[src/hdl/sysclk_cfg_pkg.sv]
package sysclk_cfg_pkg;

  // Register byte addresses on the Avalon-MM slave.
  localparam logic [3:0] DIV_OFFSET   = 4'h0;
  localparam logic [3:0] BIAS_OFFSET  = 4'h4;
  localparam logic [3:0] XO_OFFSET    = 4'h8;
  localparam logic [3:0] EVENT_OFFSET = 4'hc;

  // System clock divider register.
  localparam int         DIV_LSB   = 0;
  localparam int         DIV_W     = 5;
  localparam logic [4:0] DIV_RESET = 5'h0c;

  // Bias calibration status register.
  localparam int CAL_DONE_BIT = 0;
  localparam int CAL_FAIL_BIT = 1;
  localparam int CAL_SET_LSB  = 2;
  localparam int CAL_EFF_LSB  = 5;
  localparam int CAL_CMP_BIT  = 8;
  localparam int CAL_SET_W    = 3;

  // Event register: divide integer changed, write one to clear.
  localparam int DIV_CHG_BIT = 0;

  // Crystal oscillator control occupies bits 18:0 in this field order.
  localparam int XO_W = 19;

  typedef struct packed {
    logic [1:0] crystalSpareBits;
    logic       crystalRegulatorOn;
    logic [1:0] gainBoost;
    logic [5:0] reservedHigh;
    logic [1:0] reservedMid;
    logic [5:0] reservedLow;
  } xo_ctrl_type;

  localparam xo_ctrl_type XO_RESET = '{
    crystalSpareBits:   2'h0,
    crystalRegulatorOn: 1'h1,
    gainBoost:          2'h1,
    reservedHigh:       6'h1f,
    reservedMid:        2'h0,
    reservedLow:        6'h1f
  };

  typedef struct packed {
    logic        read;
    logic        write;
    logic [3:0]  address;
    logic [31:0] writedata;
    logic [3:0]  byteenable;
  } avalon_req_type;

  typedef struct packed {
    logic       done;
    logic       fail;
    logic [2:0] setting;
    logic [2:0] effSetting;
    logic       comparator;
  } bias_cal_type;

  typedef enum logic [1:0] {
    BUS_IDLE = 2'b00,
    BUS_ACK  = 2'b01
  } bus_state_type;

  typedef struct packed {
    bus_state_type busState;
    logic          waitReq;
    logic [31:0]   readData;
    logic [4:0]    divideInt;
    xo_ctrl_type   xo;
    logic          divChanged;
    bias_cal_type  bias;
    logic [2:0]    gainAmps;
  } cfg_state_type;

  typedef struct packed {
    logic [4:0] count;
    logic       tick;
  } div_state_type;

endpackage

[src/hdl/sysclk_bias_xo_config_regs.sv]
// Behaviour
// RL1: Five-bit read-write divide integer in divider register low bits, resets to twelve.
// RL2: System clock is analog loop VCO over four, divided by the integer.
// RL3: Software programs the divide integer only from ten to fifteen.
// RL4: Software keeps the system clock between 180 and 333 MHz.
// RL5: Software should aim for a system clock of 210 to 240 MHz.
// RL6: Changing the divide integer requires recomputing signal loss monitor counts.
// RL7: Status bit 0 reads zero while calibrating, one when calibration is done.
// RL8: Status bit 1 shows calibration failure, meaningful once done.
// RL9: Status bits 4 to 2 show the setting chosen by calibration.
// RL10: Status bits 7 to 5 show the setting delivered to the bias circuit.
// RL11: Status bit 8 shows the raw calibration comparator output.
// RL12: Control bit 16 enables the crystal regulator; resets to one.
// RL13: Control bits 15 to 14 enable zero to three gain-boost amplifiers; reset one.
// RL14: Software preserves reserved control fields with read-modify-write.
// RL15: Software polls the done bit before trusting calibration results.
module sysclk_bias_xo_config_regs (
  input  wire logic                           mclk,
  input  wire logic                           arst_n,
  input  wire sysclk_cfg_pkg::avalon_req_type avmReq,
  output logic [31:0]                         readdata,
  output logic                                waitrequest,
  input  wire sysclk_cfg_pkg::bias_cal_type   biasCalIn,
  input  wire logic                           vcoQuarterTick,
  output logic                                sysClkTick,
  output logic [4:0]                          sysDivideInt,
  output logic                                crystalRegulatorOn,
  output logic [2:0]                          gainAmpEnable,
  output logic [1:0]                          crystalSpareBits,
  output logic                                divChangedFlag
);
  import sysclk_cfg_pkg::*;

  cfg_state_type s_r;
  cfg_state_type s_nxt;
  logic [31:0]   laneMask;
  logic [31:0]   divWord;
  logic [31:0]   xoWord;
  logic [31:0]   mergedDiv;
  logic [31:0]   mergedXo;
  logic          divWrite;
  logic          xoWrite;
  logic          eventWrite;

  localparam cfg_state_type STATE_RESET = '{
    busState:   BUS_IDLE,
    waitReq:    1'b1,
    readData:   32'h0000_0000,
    divideInt:  DIV_RESET,
    xo:         XO_RESET,
    divChanged: 1'b0,
    bias:       '0,
    gainAmps:   3'h1
  };

  // Thermometer code: value n turns on n parallel amplifiers.
  function automatic logic [2:0] amp_enables(input logic [1:0] count);
    logic [2:0] result;
    result = 3'h0;
    case (count)
      2'h0:    result = 3'h0;
      2'h1:    result = 3'h1;
      2'h2:    result = 3'h3;
      2'h3:    result = 3'h7;
      default: result = 3'h0;
    endcase
    return result;
  endfunction

  function automatic logic [31:0] bias_word(input bias_cal_type b);
    logic [31:0] w;
    w                                    = 32'h0000_0000;
    w[CAL_DONE_BIT]                      = b.done; // RL7
    w[CAL_FAIL_BIT]                      = b.fail; // RL8
    w[CAL_SET_LSB +: CAL_SET_W]          = b.setting; // RL9
    w[CAL_EFF_LSB +: CAL_SET_W]          = b.effSetting; // RL10
    w[CAL_CMP_BIT]                       = b.comparator; // RL11
    return w;
  endfunction

  // Byte enables widen into a bit mask for read-modify-write merging.
  for (genvar i = 0; i < 4; i++) begin : gLane
    assign laneMask[8*i +: 8] = {8{avmReq.byteenable[i]}};
  end

  always_comb begin
    divWord                    = 32'h0000_0000;
    divWord[DIV_LSB +: DIV_W]  = s_r.divideInt;
    xoWord                     = 32'h0000_0000;
    xoWord[XO_W-1:0]           = s_r.xo;
  end

  assign mergedDiv = (divWord & ~laneMask) | (avmReq.writedata & laneMask);
  assign mergedXo  = (xoWord & ~laneMask) | (avmReq.writedata & laneMask);

  // Writes take effect at the edge where waitrequest is seen low.
  assign divWrite   = (s_r.busState == BUS_ACK) && avmReq.write && (avmReq.address == DIV_OFFSET);
  assign xoWrite    = (s_r.busState == BUS_ACK) && avmReq.write && (avmReq.address == XO_OFFSET);
  assign eventWrite = (s_r.busState == BUS_ACK) && avmReq.write
                      && (avmReq.address == EVENT_OFFSET);

  always_comb begin
    s_nxt          = s_r;
    s_nxt.bias     = biasCalIn; // RL7
    s_nxt.gainAmps = amp_enables(s_r.xo.gainBoost); // RL13

    if (divWrite) begin
      s_nxt.divideInt = mergedDiv[DIV_LSB +: DIV_W]; // RL1
    end
    if (xoWrite) begin
      s_nxt.xo = mergedXo[XO_W-1:0]; // RL12
    end

    // Write-one-to-clear, but a fresh change of divide integer wins.
    if (eventWrite && avmReq.byteenable[0] && avmReq.writedata[DIV_CHG_BIT]) begin
      s_nxt.divChanged = 1'b0;
    end
    if (divWrite && mergedDiv[DIV_LSB +: DIV_W] != s_r.divideInt) begin
      s_nxt.divChanged = 1'b1; // RL6
    end

    case (s_r.busState)
      BUS_IDLE: begin
        s_nxt.waitReq = 1'b1;
        if (avmReq.read || avmReq.write) begin
          s_nxt.busState = BUS_ACK;
          s_nxt.waitReq  = 1'b0;
          s_nxt.readData = 32'h0000_0000;
          if (avmReq.read) begin
            case (avmReq.address)
              DIV_OFFSET:   s_nxt.readData = divWord; // RL1
              BIAS_OFFSET:  s_nxt.readData = bias_word(s_r.bias); // RL8
              XO_OFFSET:    s_nxt.readData = xoWord; // RL12
              EVENT_OFFSET: s_nxt.readData = {31'h0, s_r.divChanged};
              default:      s_nxt.readData = 32'h0000_0000;
            endcase
          end
        end
      end
      BUS_ACK: begin
        s_nxt.busState = BUS_IDLE;
        s_nxt.waitReq  = 1'b1;
      end
      default: begin
        s_nxt.busState = BUS_IDLE;
        s_nxt.waitReq  = 1'b1;
      end
    endcase
  end

  always_ff @(posedge mclk or negedge arst_n) begin
    if (!arst_n) begin
      s_r <= STATE_RESET;
    end else begin
      s_r <= s_nxt;
    end
  end

  sysclk_divider uDivider (
    .mclk           (mclk),
    .arst_n         (arst_n),
    .vcoQuarterTick (vcoQuarterTick),
    .divideInt      (s_r.divideInt),
    .sysClkTick     (sysClkTick)
  );

  assign readdata           = s_r.readData;
  assign waitrequest        = s_r.waitReq;
  assign sysDivideInt       = s_r.divideInt;
  assign crystalRegulatorOn = s_r.xo.crystalRegulatorOn;
  assign gainAmpEnable      = s_r.gainAmps;
  assign crystalSpareBits   = s_r.xo.crystalSpareBits;
  assign divChangedFlag     = s_r.divChanged;

  logic idleRead;
  assign idleRead = (s_r.busState == BUS_IDLE) && avmReq.read;

  property p_div_write;
    @(posedge mclk) disable iff (!arst_n)
      (divWrite && avmReq.byteenable[0]) |=> (sysDivideInt == $past(avmReq.writedata[4:0]));
  endproperty
  a_div_write: assert property (p_div_write) else $error("Divide integer not written."); // RL1

  property p_div_readback;
    @(posedge mclk) disable iff (!arst_n)
      (idleRead && avmReq.address == DIV_OFFSET)
      |=> (readdata == {27'h0, $past(sysDivideInt)}) && !waitrequest;
  endproperty
  a_div_readback: assert property (p_div_readback) else $error("Divide readback wrong."); // RL1

  property p_div_change_flag;
    @(posedge mclk) disable iff (!arst_n)
      (divWrite && avmReq.byteenable[0] && avmReq.writedata[4:0] != sysDivideInt)
      |=> divChangedFlag;
  endproperty
  a_div_change_flag: assert property (p_div_change_flag) else $error("Change flag missed."); // RL6

  property p_cal_done;
    @(posedge mclk) disable iff (!arst_n)
      (idleRead && avmReq.address == BIAS_OFFSET) ##1 1'b1
      |-> readdata[CAL_DONE_BIT] == $past(biasCalIn.done, 2);
  endproperty
  a_cal_done: assert property (p_cal_done) else $error("Done bit wrong."); // RL7

  property p_cal_fail;
    @(posedge mclk) disable iff (!arst_n)
      (idleRead && avmReq.address == BIAS_OFFSET)
      |=> readdata[CAL_FAIL_BIT] == $past(biasCalIn.fail, 2);
  endproperty
  a_cal_fail: assert property (p_cal_fail) else $error("Fail bit wrong."); // RL8

  property p_cal_setting;
    @(posedge mclk) disable iff (!arst_n)
      (idleRead && avmReq.address == BIAS_OFFSET)
      |=> readdata[4:2] == $past(biasCalIn.setting, 2);
  endproperty
  a_cal_setting: assert property (p_cal_setting) else $error("Chosen setting wrong."); // RL9

  property p_cal_eff;
    @(posedge mclk) disable iff (!arst_n)
      (idleRead && avmReq.address == BIAS_OFFSET)
      |=> readdata[7:5] == $past(biasCalIn.effSetting, 2);
  endproperty
  a_cal_eff: assert property (p_cal_eff) else $error("Delivered setting wrong."); // RL10

  property p_cal_cmp;
    @(posedge mclk) disable iff (!arst_n)
      (idleRead && avmReq.address == BIAS_OFFSET)
      |=> readdata[CAL_CMP_BIT] == $past(biasCalIn.comparator, 2) && readdata[15:9] == 7'h00;
  endproperty
  a_cal_cmp: assert property (p_cal_cmp) else $error("Comparator bit wrong."); // RL11

  property p_regulator;
    @(posedge mclk) disable iff (!arst_n)
      (xoWrite && avmReq.byteenable[2]) |=> crystalRegulatorOn == $past(avmReq.writedata[16]);
  endproperty
  a_regulator: assert property (p_regulator) else $error("Regulator enable wrong."); // RL12

  property p_gain_amps;
    @(posedge mclk) disable iff (!arst_n)
      (xoWrite && avmReq.byteenable[1])
      |=> ##1 ($countones(gainAmpEnable) == $past(avmReq.writedata[15:14], 2))
              && (gainAmpEnable[0] || gainAmpEnable == 3'h0);
  endproperty
  a_gain_amps: assert property (p_gain_amps) else $error("Amplifier count wrong."); // RL13

  property p_bus_answer;
    @(posedge mclk) disable iff (!arst_n)
      ((s_r.busState == BUS_IDLE) && (avmReq.read || avmReq.write))
      |=> !waitrequest ##1 waitrequest;
  endproperty
  a_bus_answer: assert property (p_bus_answer) else $error("Bus answer timing wrong.");

  // High in a cycle where the slave accepts a new request at the coming edge.
  logic takeReq;
  assign takeReq = (s_r.busState == BUS_IDLE) && (avmReq.read || avmReq.write);

  property p_xo_readback;
    @(posedge mclk) disable iff (!arst_n)
      (idleRead && avmReq.address == XO_OFFSET)
      |=> readdata[16] == $past(crystalRegulatorOn)
          && readdata[18:17] == $past(crystalSpareBits)
          && readdata[31:XO_W] == 13'h0;
  endproperty
  a_xo_readback: assert property (p_xo_readback) else $error("Crystal readback wrong."); // RL12

  property p_gain_code;
    @(posedge mclk) disable iff (!arst_n)
      1'b1 |-> gainAmpEnable == 3'h0 || gainAmpEnable == 3'h1 || gainAmpEnable == 3'h3
               || gainAmpEnable == 3'h7;
  endproperty
  a_gain_code: assert property (p_gain_code) else $error("Enables not thermometer."); // RL13

  property p_gain_follow;
    @(posedge mclk) disable iff (!arst_n)
      1'b1 |=> $countones(gainAmpEnable) == $past(s_r.xo.gainBoost);
  endproperty
  a_gain_follow: assert property (p_gain_follow) else $error("Enables lag field."); // RL13

  property p_unmapped_read;
    @(posedge mclk) disable iff (!arst_n)
      (idleRead && avmReq.address != DIV_OFFSET && avmReq.address != BIAS_OFFSET
       && avmReq.address != XO_OFFSET && avmReq.address != EVENT_OFFSET)
      |=> readdata == 32'h0000_0000;
  endproperty
  a_unmapped_read: assert property (p_unmapped_read) else $error("Unmapped read not zero.");

  property p_write_clears_data;
    @(posedge mclk) disable iff (!arst_n)
      (takeReq && avmReq.write) |=> readdata == 32'h0000_0000;
  endproperty
  a_write_clears_data: assert property (p_write_clears_data) else $error("Write answer not zero.");

  property p_read_stands;
    @(posedge mclk) disable iff (!arst_n)
      !takeReq |=> $stable(readdata);
  endproperty
  a_read_stands: assert property (p_read_stands) else $error("Read data moved while idle.");

  property p_div_hold;
    @(posedge mclk) disable iff (!arst_n)
      !divWrite |=> $stable(sysDivideInt);
  endproperty
  a_div_hold: assert property (p_div_hold) else $error("Divide integer moved unwritten."); // RL1

  property p_xo_hold;
    @(posedge mclk) disable iff (!arst_n)
      !xoWrite |=> $stable(crystalRegulatorOn) && $stable(crystalSpareBits);
  endproperty
  a_xo_hold: assert property (p_xo_hold) else $error("Crystal control moved unwritten."); // RL12

  property p_flag_clear;
    @(posedge mclk) disable iff (!arst_n)
      (eventWrite && avmReq.byteenable[0] && avmReq.writedata[DIV_CHG_BIT]) |=> !divChangedFlag;
  endproperty
  a_flag_clear: assert property (p_flag_clear) else $error("Change flag not cleared."); // RL6

  property p_flag_hold;
    @(posedge mclk) disable iff (!arst_n)
      (!eventWrite && !divWrite) |=> $stable(divChangedFlag);
  endproperty
  a_flag_hold: assert property (p_flag_hold) else $error("Change flag moved alone."); // RL6

  property p_flag_quiet;
    @(posedge mclk) disable iff (!arst_n)
      (divWrite && !avmReq.byteenable[0] && !divChangedFlag) |=> !divChangedFlag;
  endproperty
  a_flag_quiet: assert property (p_flag_quiet) else $error("Change flag set without change."); // RL6

  property p_event_readback;
    @(posedge mclk) disable iff (!arst_n)
      (idleRead && avmReq.address == EVENT_OFFSET) |=> readdata == {31'h0, $past(divChangedFlag)};
  endproperty
  a_event_readback: assert property (p_event_readback) else $error("Event readback wrong."); // RL6

  property p_wait_single;
    @(posedge mclk) disable iff (!arst_n)
      !waitrequest |=> waitrequest;
  endproperty
  a_wait_single: assert property (p_wait_single) else $error("Wait request low too long.");

  property p_ack_after_request;
    @(posedge mclk) disable iff (!arst_n)
      $fell(waitrequest) |-> $past(takeReq);
  endproperty
  a_ack_after_request: assert property (p_ack_after_request) else $error("Answer without request.");

endmodule

[src/hdl/sysclk_divider.sv]
module sysclk_divider (
  input  wire logic       mclk,
  input  wire logic       arst_n,
  input  wire logic       vcoQuarterTick,
  input  wire logic [4:0] divideInt,
  output logic            sysClkTick
);
  import sysclk_cfg_pkg::*;

  div_state_type s_r;
  div_state_type s_nxt;
  logic [4:0]    lastIdx;

  // A divide of zero or one degenerates to passing every tick through.
  assign lastIdx = (divideInt <= 5'h01) ? 5'h00 : divideInt - 5'h01;

  always_comb begin
    s_nxt      = s_r;
    s_nxt.tick = 1'b0;
    if (vcoQuarterTick) begin
      if (s_r.count >= lastIdx) begin // RL2
        s_nxt.count = 5'h00;
        s_nxt.tick  = 1'b1;
      end else begin
        s_nxt.count = s_r.count + 5'h01;
      end
    end
  end

  always_ff @(posedge mclk or negedge arst_n) begin
    if (!arst_n) begin
      s_r <= '0;
    end else begin
      s_r <= s_nxt;
    end
  end

  assign sysClkTick = s_r.tick;

  // Helper: quarter-rate ticks seen since the last output tick.
  logic [5:0] tickCount;
  logic [4:0] divAtLast;
  always_ff @(posedge mclk or negedge arst_n) begin
    if (!arst_n) begin
      tickCount <= 6'h00;
      divAtLast <= 5'h00;
    end else if (s_r.tick) begin
      tickCount <= {5'h00, vcoQuarterTick};
      divAtLast <= divideInt;
    end else if (vcoQuarterTick) begin
      tickCount <= tickCount + 6'h01;
    end
  end

  property p_divide_ratio;
    @(posedge mclk) disable iff (!arst_n)
      (s_r.tick && divAtLast == divideInt && divideInt > 5'h01 && $past(s_r.tick) == 1'b0
       && tickCount != 6'h00 && $past(tickCount) != 6'h00)
      |-> (tickCount == {1'b0, divideInt});
  endproperty
  a_divide_ratio: assert property (p_divide_ratio) else $error("System tick spacing wrong."); // RL2

endmodule

[config.mk]
export PLATFORM = sky130hd
export DESIGN_NAME = sysclk_bias_xo_config_regs
export DESIGN_NICKNAME = d
export VERILOG_FILES = /design/src/hdl/sysclk_cfg_pkg.sv /design/src/hdl/sysclk_bias_xo_config_regs.sv /design/src/hdl/sysclk_divider.sv
export SDC_FILE = /design/constraint.sdc
export NUM_CORES = 1
export LEC_CHECK = 0
export BUFFER_PORTS_ARGS = -buffer_cell sky130_fd_sc_hd__clkbuf_2
export CAP_MARGIN = 15
export CORE_AREA = 2 2 98 72
export DETAILED_ROUTE_END_ITERATION = 16
export DIE_AREA = 0 0 100 74
export HOLD_SLACK_MARGIN = 0.1
export PLACE_DENSITY = 0.78
export SLEW_MARGIN = 20
export SYNTH_ARGS = -nofsm -noshare
export SYNTH_HDL_FRONTEND = slang
export SYNTH_SLANG_ARGS = --single-unit
[constraint.sdc]
create_clock -name mclk -period 3 [get_ports mclk]
set_input_delay 0.15 -clock mclk [delete_from_list [all_inputs] [get_ports mclk]]
set_output_delay 0.15 -clock mclk [all_outputs]
set_load 0.05 [all_outputs]
==> metrics, run 1 <==
Root Buffer clkbuf_8; Leakage 1.96 nW; std cell rows 25; largest family of logic cells by synthesized area multiplexers; DRC viols 0; overflow left after global routing 0; Post-CTS Setup Bufs 0; Synth Instances about 270; Initial Util about half; PwrDens ~680 nW/um2; Layout Nets between 400 and 500; commonest non-fill, non-tap cell in the layout clkbuf_2; CP Buf/Inv Count 1; Horiz. Die Dim about 100 um; crit start category flip-flop; Slew Limit Fails 0; largest net degree at the start of global routing roughly 50; Layout Cells excl Fill between 400 and 500; Tmin final 2.59 ns; layout cells sized above 1 ~40%; Min Hold Slack about 0.13 ns; core area roughly 6500 um2; chip height approximately 74 um; Post-synth top flop dfrtp_1; Iter 0 DRT Violations 90; Final Util just under 60%; number of diodes 0; synth unique cells 43; Clock Latency Late Sink around 0.34 ns; via/cell ratio 5.17; Synth Area in Compound Gates roughly a tenth; critical path, cell by cell inv_1 -> ha_1 -> o21bai_1 -> a21oi_1 -> ha_1 -> nand2b_1 -> a2111oi_0 -> nor3b_1 -> o32ai_1; Achievable Freq ~0.39 GHz; CTS tree yes; fin crit share between 80 and 90%; Synth Cell Area about 3200 um2; H-tree depth 3; worst vdd ir approximately 300 uV; slowest CP cell a2111oi_0; multiplexer area fraction after synthesis 12.9%; CTS sink cnt 64; crit-path most repeated cell ha_1; max_slew headroom 51.4%; xor/xnor share of the synthesized area between 1.5 and 2%; Crit Path Max Fanout 7; Crit path max-delay family compound AO/OA/AOI/OAI gates; Post-Synth Simple-Gate Area roughly 8.9%; WL/cell 15.7 um; kind of critical path reg2reg; CP peak stage delay roughly 0.62 ns; endpoints failing setup 0; DRT Wirelength between 6 and 7 mm; adder-cell share of the synthesized area 3.14%; first-pass GRT wire length roughly 11 mm; Ys Warns 0; status completed; sum of negative setup slack 0 ns; Post-DP HPWL approximately 4.6 mm; I/O Buffers between 70 and 80; number of global-route vias before repair about 2200; Fin Clk Skew roughly 0.009 ns; placed cell areas about 3400 um2; post-route ant nets 0; setup slack after placement roughly 0.42 ns; most frequent cells in the layout clkbuf_2 (71), dfrtp_1 (48), dlygate4sd3_1 (29), mux2_4 (16), dfstp_2 (16); max-capacitance violation count 0; Mean Syn Cell Area between 10 and 15 um2; final hold vios 0; worst-margin pin slew approximately 0.72 ns; asr flop ratio synth 100%; gpl congestion between 0.7 and 0.8; register clock-pin slew on the reported worst setup and hold paths 0.08 ns; Vias around 2200; Worst Slack Setup Final a little over 0.4 ns; CP arrival between 2 and 3 ns; sequential-to-total area share from yosys stat about half; Hold Crit Class in2reg; CTS Buf Count 9; top cells by area, synth dfrtp_1 (38%), dfstp_2 (13%), buf_4 (11%), mux2_4 (7.5%), ha_1 (3.1%); RSZ-0062 raised after global routing no; IO Count 100; total power ~2.6 mW; count of flip-flops with a built-in enable after synthesis 0; leading area contributor after synthesis dfrtp_1; TritonRoute pass-1 iters 5; Worst setup EP type flip-flop; die area roughly 7400 um2; initial antenna violation count 0; Critical Path RT approximately 3.2 ns; Area Growth Syn to Fin 21.7%; Total Routing Usage GR 19.1%; Max clock buf depth 2; Inst Count DP between 300 and 400; cell area after layout 3880 um2; top-area cell type share of the netlist area a little under two fifths; Yosys reg bits 64
-- where the power goes --
group / switching, mW / internal [mW] / total [mW]
Combinational: 0.436 / 0.295 / 0.731
Clock: 0.348 / 0.469 / 0.816
Sequential: 0.0889 / 0.986 / 1.07
Total: 0.873 / 1.75 / 2.62
-- cells by family after synthesis --
kind of cell,Yosys count
buffers and inverters,58
muxes,31
DFF,64
other,1
adders and majority gates,8
and+or+nand+nor,51
AOI/OAI and AO/OA,48
xor gates and xnor gates,6
-- cells in the mapped netlist (all sizes together) (4+ instances only) --
library cell,instances
a21oi,10
a22o,11
a22oi,4
buf,45
clkbuf,5
dfrtp,48
dfstp,16
ha,8
inv,8
mux2,24
mux2i,6
nand2,18
nor2,7
nor3,6
o21ai,9
xor2,4
-- path summary, 6_finish.rpt --
check	from	endpoint	slack [ns]	cells past startpoint
worst max-delay path	sysDivideInt[1]	uDivider.s_r[5]	0.41	9
worst max register to register	sysDivideInt[1]	uDivider.s_r[5]	0.41	9
worst min-delay path	vcoQuarterTick	uDivider.s_r[2]	0.13	2
worst min register to register	s_r[28]	gainAmpEnable[1]	0.47	0
min in group asynchronous	arst_n	uDivider.s_r[4]	0.35	2
max in group asynchronous	arst_n	waitrequest	1.98	3
-- registers in the layout (all words and copies together) (netlist names) --
name,flops
crystalRegulatorOn,1
divChangedFlag,1
crystalSpareBits,2
readdata,19
uDivider.s_r,5
sysDivideInt,5
s_r,26
waitrequest,1
gainAmpEnable,3
uDivider.sysClkTick,1
-- cell type report --
| cell class | instances | area (um2) |
|---|---|---|
| Clock buffer | 9 | 124 |
| Timing Repair Buffer | 105 | 683 |
| Inverter | 8 | 30.0 |
| Tap cell | 81 | 101 |
| Fill cell | 523 | 2630 |
| Multi-Input combinational cell | 157 | 1230 |
| Clock inverter | 7 | 95.1 |
| Sequential cell | 64 | 1620 |
-- timing repair --
action,in CTS,in global routing
hold endpoints to repair,66,0
gates resized for setup,0,0
hold buffers,29,0
-- metal layers --
metal	vias to the layer above	GRT usage [%]	wire length [um]
li1	1042	-	-
met5	-	0	0
met2	90	30.4	3250
met4	0	8.52	186
met1	1074	24.9	2980
met3	21	5.45	352
Note: power is estimated with default switching activity, not from simulation.
==> run 2, diff against run 1 <==
Settings changed: CORE_AREA 2 2 98 72 to 2 2 79 88, DIE_AREA 0 0 100 74 to 0 0 81 90.
==> metrics, run 2 (synthesized netlist as in run 1, its figures left out) <==
DRC viols 0 (unchanged); hold path start vcoQuarterTick; DRT Wirelength 6.27 mm (-7.3%); number of global-route vias before repair 2217 (+1.0%); WHS Endpoint uDivider.s_r[5]; Fin Clk Skew 0.0117 ns (+0.00266 ns); crit-path most repeated cell ha_1; Crit Path Max Fanout 7 (unchanged); CTS tree yes; Initial Util 49.5% (+0.51 points); Slew Limit Fails 0 (unchanged); crit start category flip-flop; met3 Usage GRT 4.72% (-0.73 points); most crowded layer after global routing met2; flop-to-flop setup slack 0.50 ns (+0.09 ns); Area Growth Syn to Fin 19.3%; max_slew headroom 39.3% (-12 points); Largest register FFs 26 (unchanged); max-capacitance violation count 0 (unchanged); slowest CP cell a2111oi_0; overflow left after global routing 0 (unchanged); Post-CTS Setup Bufs 0 (unchanged); Clock Latency Late Sink 0.35 ns (about the same); CTS Buf Count 9 (unchanged); Net Sw Frac 34.4% (+1.1 points); std cell rows 31 (+24%); Final Util 59.1% (-0.54 points); Post-CTS Hold Fix Bufs 28 (-3.4%); IO Count 100 (unchanged); Leakage 1.92 nW (-2.0%); worst vdd ir 265 uV (-12%); gpl congestion 0.828 (+10%); met2 usage 30.5% (+0.10 points); commonest non-fill, non-tap cell in the layout clkbuf_2; Biggest register s_r; Critical Path RT 3.25 ns (about the same); I/O Buffers 72 (unchanged); Root Buffer clkbuf_8; Post-DP HPWL 4.23 mm (-8.8%); largest net degree at the start of global routing 38 (-22%); critical path, cell by cell inv_1 -> ha_1 -> o21bai_1 -> a21oi_1 -> ha_1 -> nand2b_1 -> a2111oi_0 -> nor3b_1 -> o32ai_1; Total Routing Usage GR 18.9% (-0.18 points); kind of critical path reg2reg; FF-to-FF path depth 9 (unchanged); Max clock buf depth 2 (unchanged); Achievable Freq 0.399 GHz (+3.5%); core area 6440 um2 (-1.0%); layout cells sized above 1 38.6% (-0.81 points); WL/cell 14.6 um (-6.9%); register clock-pin slew on the reported worst setup and hold paths 0.07 ns (about the same); placed cell areas 3360 um2 (-0.30%); Hold Crit Class in2reg; initial antenna violation count 0 (unchanged); worst reg2reg path startpoint sysDivideInt[1]; net switching power 836 uW (-4.2%); Seq pwr share 44.3% (+3.3 points); Worst Hold Depth 2 (unchanged); r2r endpoint uDivider.s_r[5]; fin crit share 83.5% (-2.9 points); status completed; Worst setup EP type flip-flop; CTS sink cnt 64 (unchanged); endpoints failing setup 0 (unchanged); PwrDens 639 nW/um2 (-5.4%); Int Power 1.60 mW (-8.7%); most frequent cells in the layout clkbuf_2 (72), dfrtp_1 (48), dlygate4sd3_1 (28), mux2_4 (16), dfstp_2 (16); met1 Track Usage GR 23.0% (-1.9 points); Clk network pwr share 26.2% (-4.9 points); Vias 2159 (-3.1%); CP peak stage delay 0.56 ns (-0.06 ns); sum of negative setup slack 0 ns (unchanged); via/cell ratio 5.03 (-2.6%); RSZ-0062 raised after global routing no; post-route ant nets 0 (unchanged); cell area after layout 3810 um2 (-1.9%); Iter 0 DRT Violations 75 (-17%); Tmin final 2.50 ns (-0.0883 ns); TritonRoute pass-1 iters 6 (+1); chip height 90 um (+22%); H-tree depth 3 (unchanged); number of diodes 0 (unchanged); Comb power frac 29.5% (+1.6 points); final hold vios 0 (unchanged); die area 7290 um2 (-1.5%); worst-margin pin slew 0.911 ns (+0.186 ns); Layout Nets 404 (-0.74%); post-CTS sizing 0 (unchanged); Horiz. Die Dim 81 um (-19%); first-pass GRT wire length 10.5 mm (-2.8%); total power 2.43 mW (-7.2%); CP arrival 2.76 ns (-0.07 ns)
## run 2: cell types whose count changed in the layout (fill, tap and decap cells not counted), sizes merged
cell,change
clkbuf,+5
buf,-3
bufinv,-2
clkinv,-1
dlygate4sd3,-1
inv,-1
## run 2: cell type report
cell class | instances | area [um2]
inverter | 8 | 30.0
tap | 82 | 103
sequential | 64 | 1620
clock inverter | 3 | 17.5
clock buffer | 13 | 149
fill | 542 | 2630
multi-input combinational | 157 | 1230
timing repair buffer | 102 | 656
## run 2: metrics by stage
| stage | instances | setup WS, ns | hold WS [ns] |
|---|---|---|---|
| global route | 429 | 0.223 | 0.136 |
| CTS | 429 | 0.453 | 0.109 |
| detailed placement | 385 | 0.459 | 0.219 |
| global placement | 385 | 0.553 | 0.203 |
| finish | 429 | 0.496 | 0.112 |
| floorplan | 279 | 0.727 | -0.146 |
## run 2: worst max-delay path, delay by kind of cell, from the launching register on
kind,cells,cell delay [ns]
compound gates,4,1.16
flops,1,0.46
fa+ha+maj,2,0.42
simple gates,2,0.27
buf+inv,1,0.10
## run 2: per-layer routing
| layer | wire [um] | share of wire (%) |
|---|---|---|
| met1 | 2670 | 43 |
| met2 | 3090 | 49 |
| met3 | 293 | 4.7 |
| met4 | 217 | 3.5 |
| met5 | 0 | 0 |
## run 2: worst max path at each step
stage,start,to,depth (start not counted)
2_1_floorplan,sysDivideInt[2],uDivider.s_r[5],8
3_3_place_gp,sysDivideInt[1],uDivider.s_r[5],9
3_5_place_dp,sysDivideInt[1],uDivider.s_r[5],9
4_1_cts,sysDivideInt[1],uDivider.s_r[5],9
5_1_grt,sysDivideInt[1],uDivider.s_r[5],9
6_report,sysDivideInt[1],uDivider.s_r[5],9
## run 2: power groups by stage
stage | clock network [mW] | registers (mW) | logic, mW
after floorplan | 0 | 1.10 | 0.550
after global placement | 0 | 1.08 | 0.669
after detailed placement | 0 | 1.09 | 0.687
after CTS | 0.657 | 1.08 | 0.721
after global routing | 0.693 | 1.09 | 0.795
final | 0.638 | 1.08 | 0.717
==> run 3, diff against run 2 <==
Clock period 3 ns to 2.5 ns, I/O delays scaled along.
==> metrics, run 3 (synthesized netlist as in run 1, its figures left out) <==
Worst Hold Depth 3 (+1); overflow left after global routing 0 (unchanged); WL/cell 15.3 um (+4.4%); Total Routing Usage GR 19.4% (+0.43 points); CTS tree yes; Vias 2227 (+3.1%); Inst Count DP 389 (+1.0%); Slew Limit Fails 0 (unchanged); crit-path most repeated cell ha_1; worst vdd ir 379 uV (+43%); Post-CTS Setup Bufs 0 (unchanged); die area 7290 um2 (unchanged); max_slew headroom 40.0% (+0.75 points); Clock Latency Late Sink 0.34 ns (about the same); chip height 90 um (unchanged); Worst Slack Setup Final 0.183 ns (-0.312 ns); critical path, cell by cell inv_1 -> ha_1 -> o21bai_1 -> a21oi_1 -> ha_1 -> nand2b_1 -> a2111oi_2 -> nor3b_1 -> o32ai_1; Largest register FFs 26 (unchanged); kind of critical path reg2reg; Hold Crit Class in2reg; Post-DP HPWL 4.45 mm (+5.2%); Worst setup EP type flip-flop; Initial Util 49.5% (unchanged); H-tree depth 3 (unchanged); r2r endpoint uDivider.s_r[5]; max-capacitance violation count 0 (unchanged); CP peak stage delay 0.42 ns (-0.14 ns); number of global-route vias before repair 2218 (+0.045%); post-route ant nets 0 (unchanged); Layout Cells excl Fill 436 (+1.6%); Achievable Freq 0.432 GHz (+8.1%); Critical Path End uDivider.s_r[5]; I/O Buffers 72 (unchanged); Tmin final 2.32 ns (-0.188 ns); largest net degree at the start of global routing 36 (-5.3%); Max clock buf depth 2 (unchanged); flop-to-flop setup slack 0.18 ns (-0.31 ns); layout cells sized above 1 40.1% (+1.5 points); RSZ-0062 raised after global routing no; fin crit share 92.7% (+9.2 points); Critical Path RT 2.73 ns (-0.52 ns); FF-to-FF path depth 9 (unchanged); IO Count 100 (unchanged); Leakage 2.00 nW (+4.0%); Layout Nets 411 (+1.7%); std cell rows 31 (unchanged); worst reg2reg path startpoint sysDivideInt[1]; sum of negative setup slack 0 ns (unchanged); gpl congestion 0.820 (-0.99%); PwrDens 832 nW/um2 (+30%); Iter 0 DRT Violations 108 (+44%); status completed; setup slack after placement 0.0749 ns (-0.384 ns); commonest non-fill, non-tap cell in the layout clkbuf_2; DRC viols 0 (unchanged); Horiz. Die Dim 81 um (unchanged); crit path from sysDivideInt[1]; DRT Wirelength 6.65 mm (+6.1%); Biggest register s_r; core area 6440 um2 (unchanged); CP arrival 2.55 ns (-0.21 ns); CTS Buf Count 9 (unchanged); Fill cells 517 (-4.6%); slowest CP cell a2111oi_2; worst-margin pin slew 0.899 ns (-0.0113 ns); final hold vios 0 (unchanged); first-pass GRT wire length 10.7 mm (+1.8%); CTS sink cnt 64 (unchanged); register clock-pin slew on the reported worst setup and hold paths 0.07 ns (about the same); Fin Clk Skew 0.00770 ns (-0.00400 ns); Area Growth Syn to Fin 24.5%; Root Buffer clkbuf_8; via/cell ratio 5.11 (+1.5%); Crit Path Max Fanout 3 (-4); TritonRoute pass-1 iters 4 (-2); endpoints failing setup 0 (unchanged); number of diodes 0 (unchanged); most frequent cells in the layout clkbuf_2 (72), dfrtp_1 (48), dlygate4sd3_1 (31), mux2_4 (16), dfstp_2 (16); initial antenna violation count 0 (unchanged); crit start category flip-flop
-- run 3: critical path, delay by kind of cell (launching register included) --
family / cells / cell delay (ns)
fa+ha+maj: 2 / 0.42
compound gates: 4 / 1.09
flops: 1 / 0.35
simple gates: 2 / 0.29
buf+inv: 1 / 0.06
-- run 3: how the worst min path moves through the flow --
stage	startpoint	end	slack [ns]
6_report	avmReq[2]	crystalSpareBits[0]	0.11
5_1_grt	avmReq[2]	crystalRegulatorOn	0.12
4_1_cts	avmReq[2]	crystalSpareBits[0]	0.11
3_5_place_dp	arst_n	readdata[6]	0.23
3_3_place_gp	arst_n	readdata[6]	0.22
2_1_floorplan	arst_n	crystalSpareBits[0]	-0.17
-- run 3: layer usage --
layer	up-vias	routed length (um)	share of wire [%]	global-route usage [%]
met5	-	0	0	0
met4	0	130	2.0	8.33
met3	13	275	4.1	4.92
met2	69	3420	51	31.9
met1	1096	2830	43	23.7
li1	1049	-	-	-
-- run 3: cell type report --
| class | instances | area (um2) | share of cell area (%) |
|---|---|---|---|
| clock buffer | 10 | 138 | 3.47 |
| tap | 82 | 103 | 2.58 |
| sequential | 64 | 1620 | 40.8 |
| timing repair buffer | 109 | 728 | 18.3 |
| inverter | 8 | 30.0 | 0.756 |
| clock inverter | 6 | 114 | 2.87 |
| multi-input combinational | 157 | 1240 | 31.1 |
-- run 3: through the flow --
stage / util, % / power (mW) / instance area [um2] / hold slack [ns]
final: 61.7 / 3.30 / 3970 / 0.114
after global routing: 61.7 / 3.48 / 3970 / 0.117
after CTS: 61.6 / 3.31 / 3960 / 0.107
after detailed placement: 52.8 / 2.16 / 3400 / 0.231
after global placement: 52.8 / 2.12 / 3400 / 0.221
after floorplan: - / 1.98 / 3230 / -0.171
-- run 3: timing repair --
item                                    CTS  global route
gates resized for setup                   0             2
endpoints found under the hold margin    59             0
endpoints found under the setup margin    0             1
hold buffers                             31             0
-- run 3: report_power, final --
group	leakage, nW	switching [mW]	internal [mW]
registers	0.799	0.0962	1.18
clock network	0.119	0.408	0.692
logic	1.08	0.545	0.379
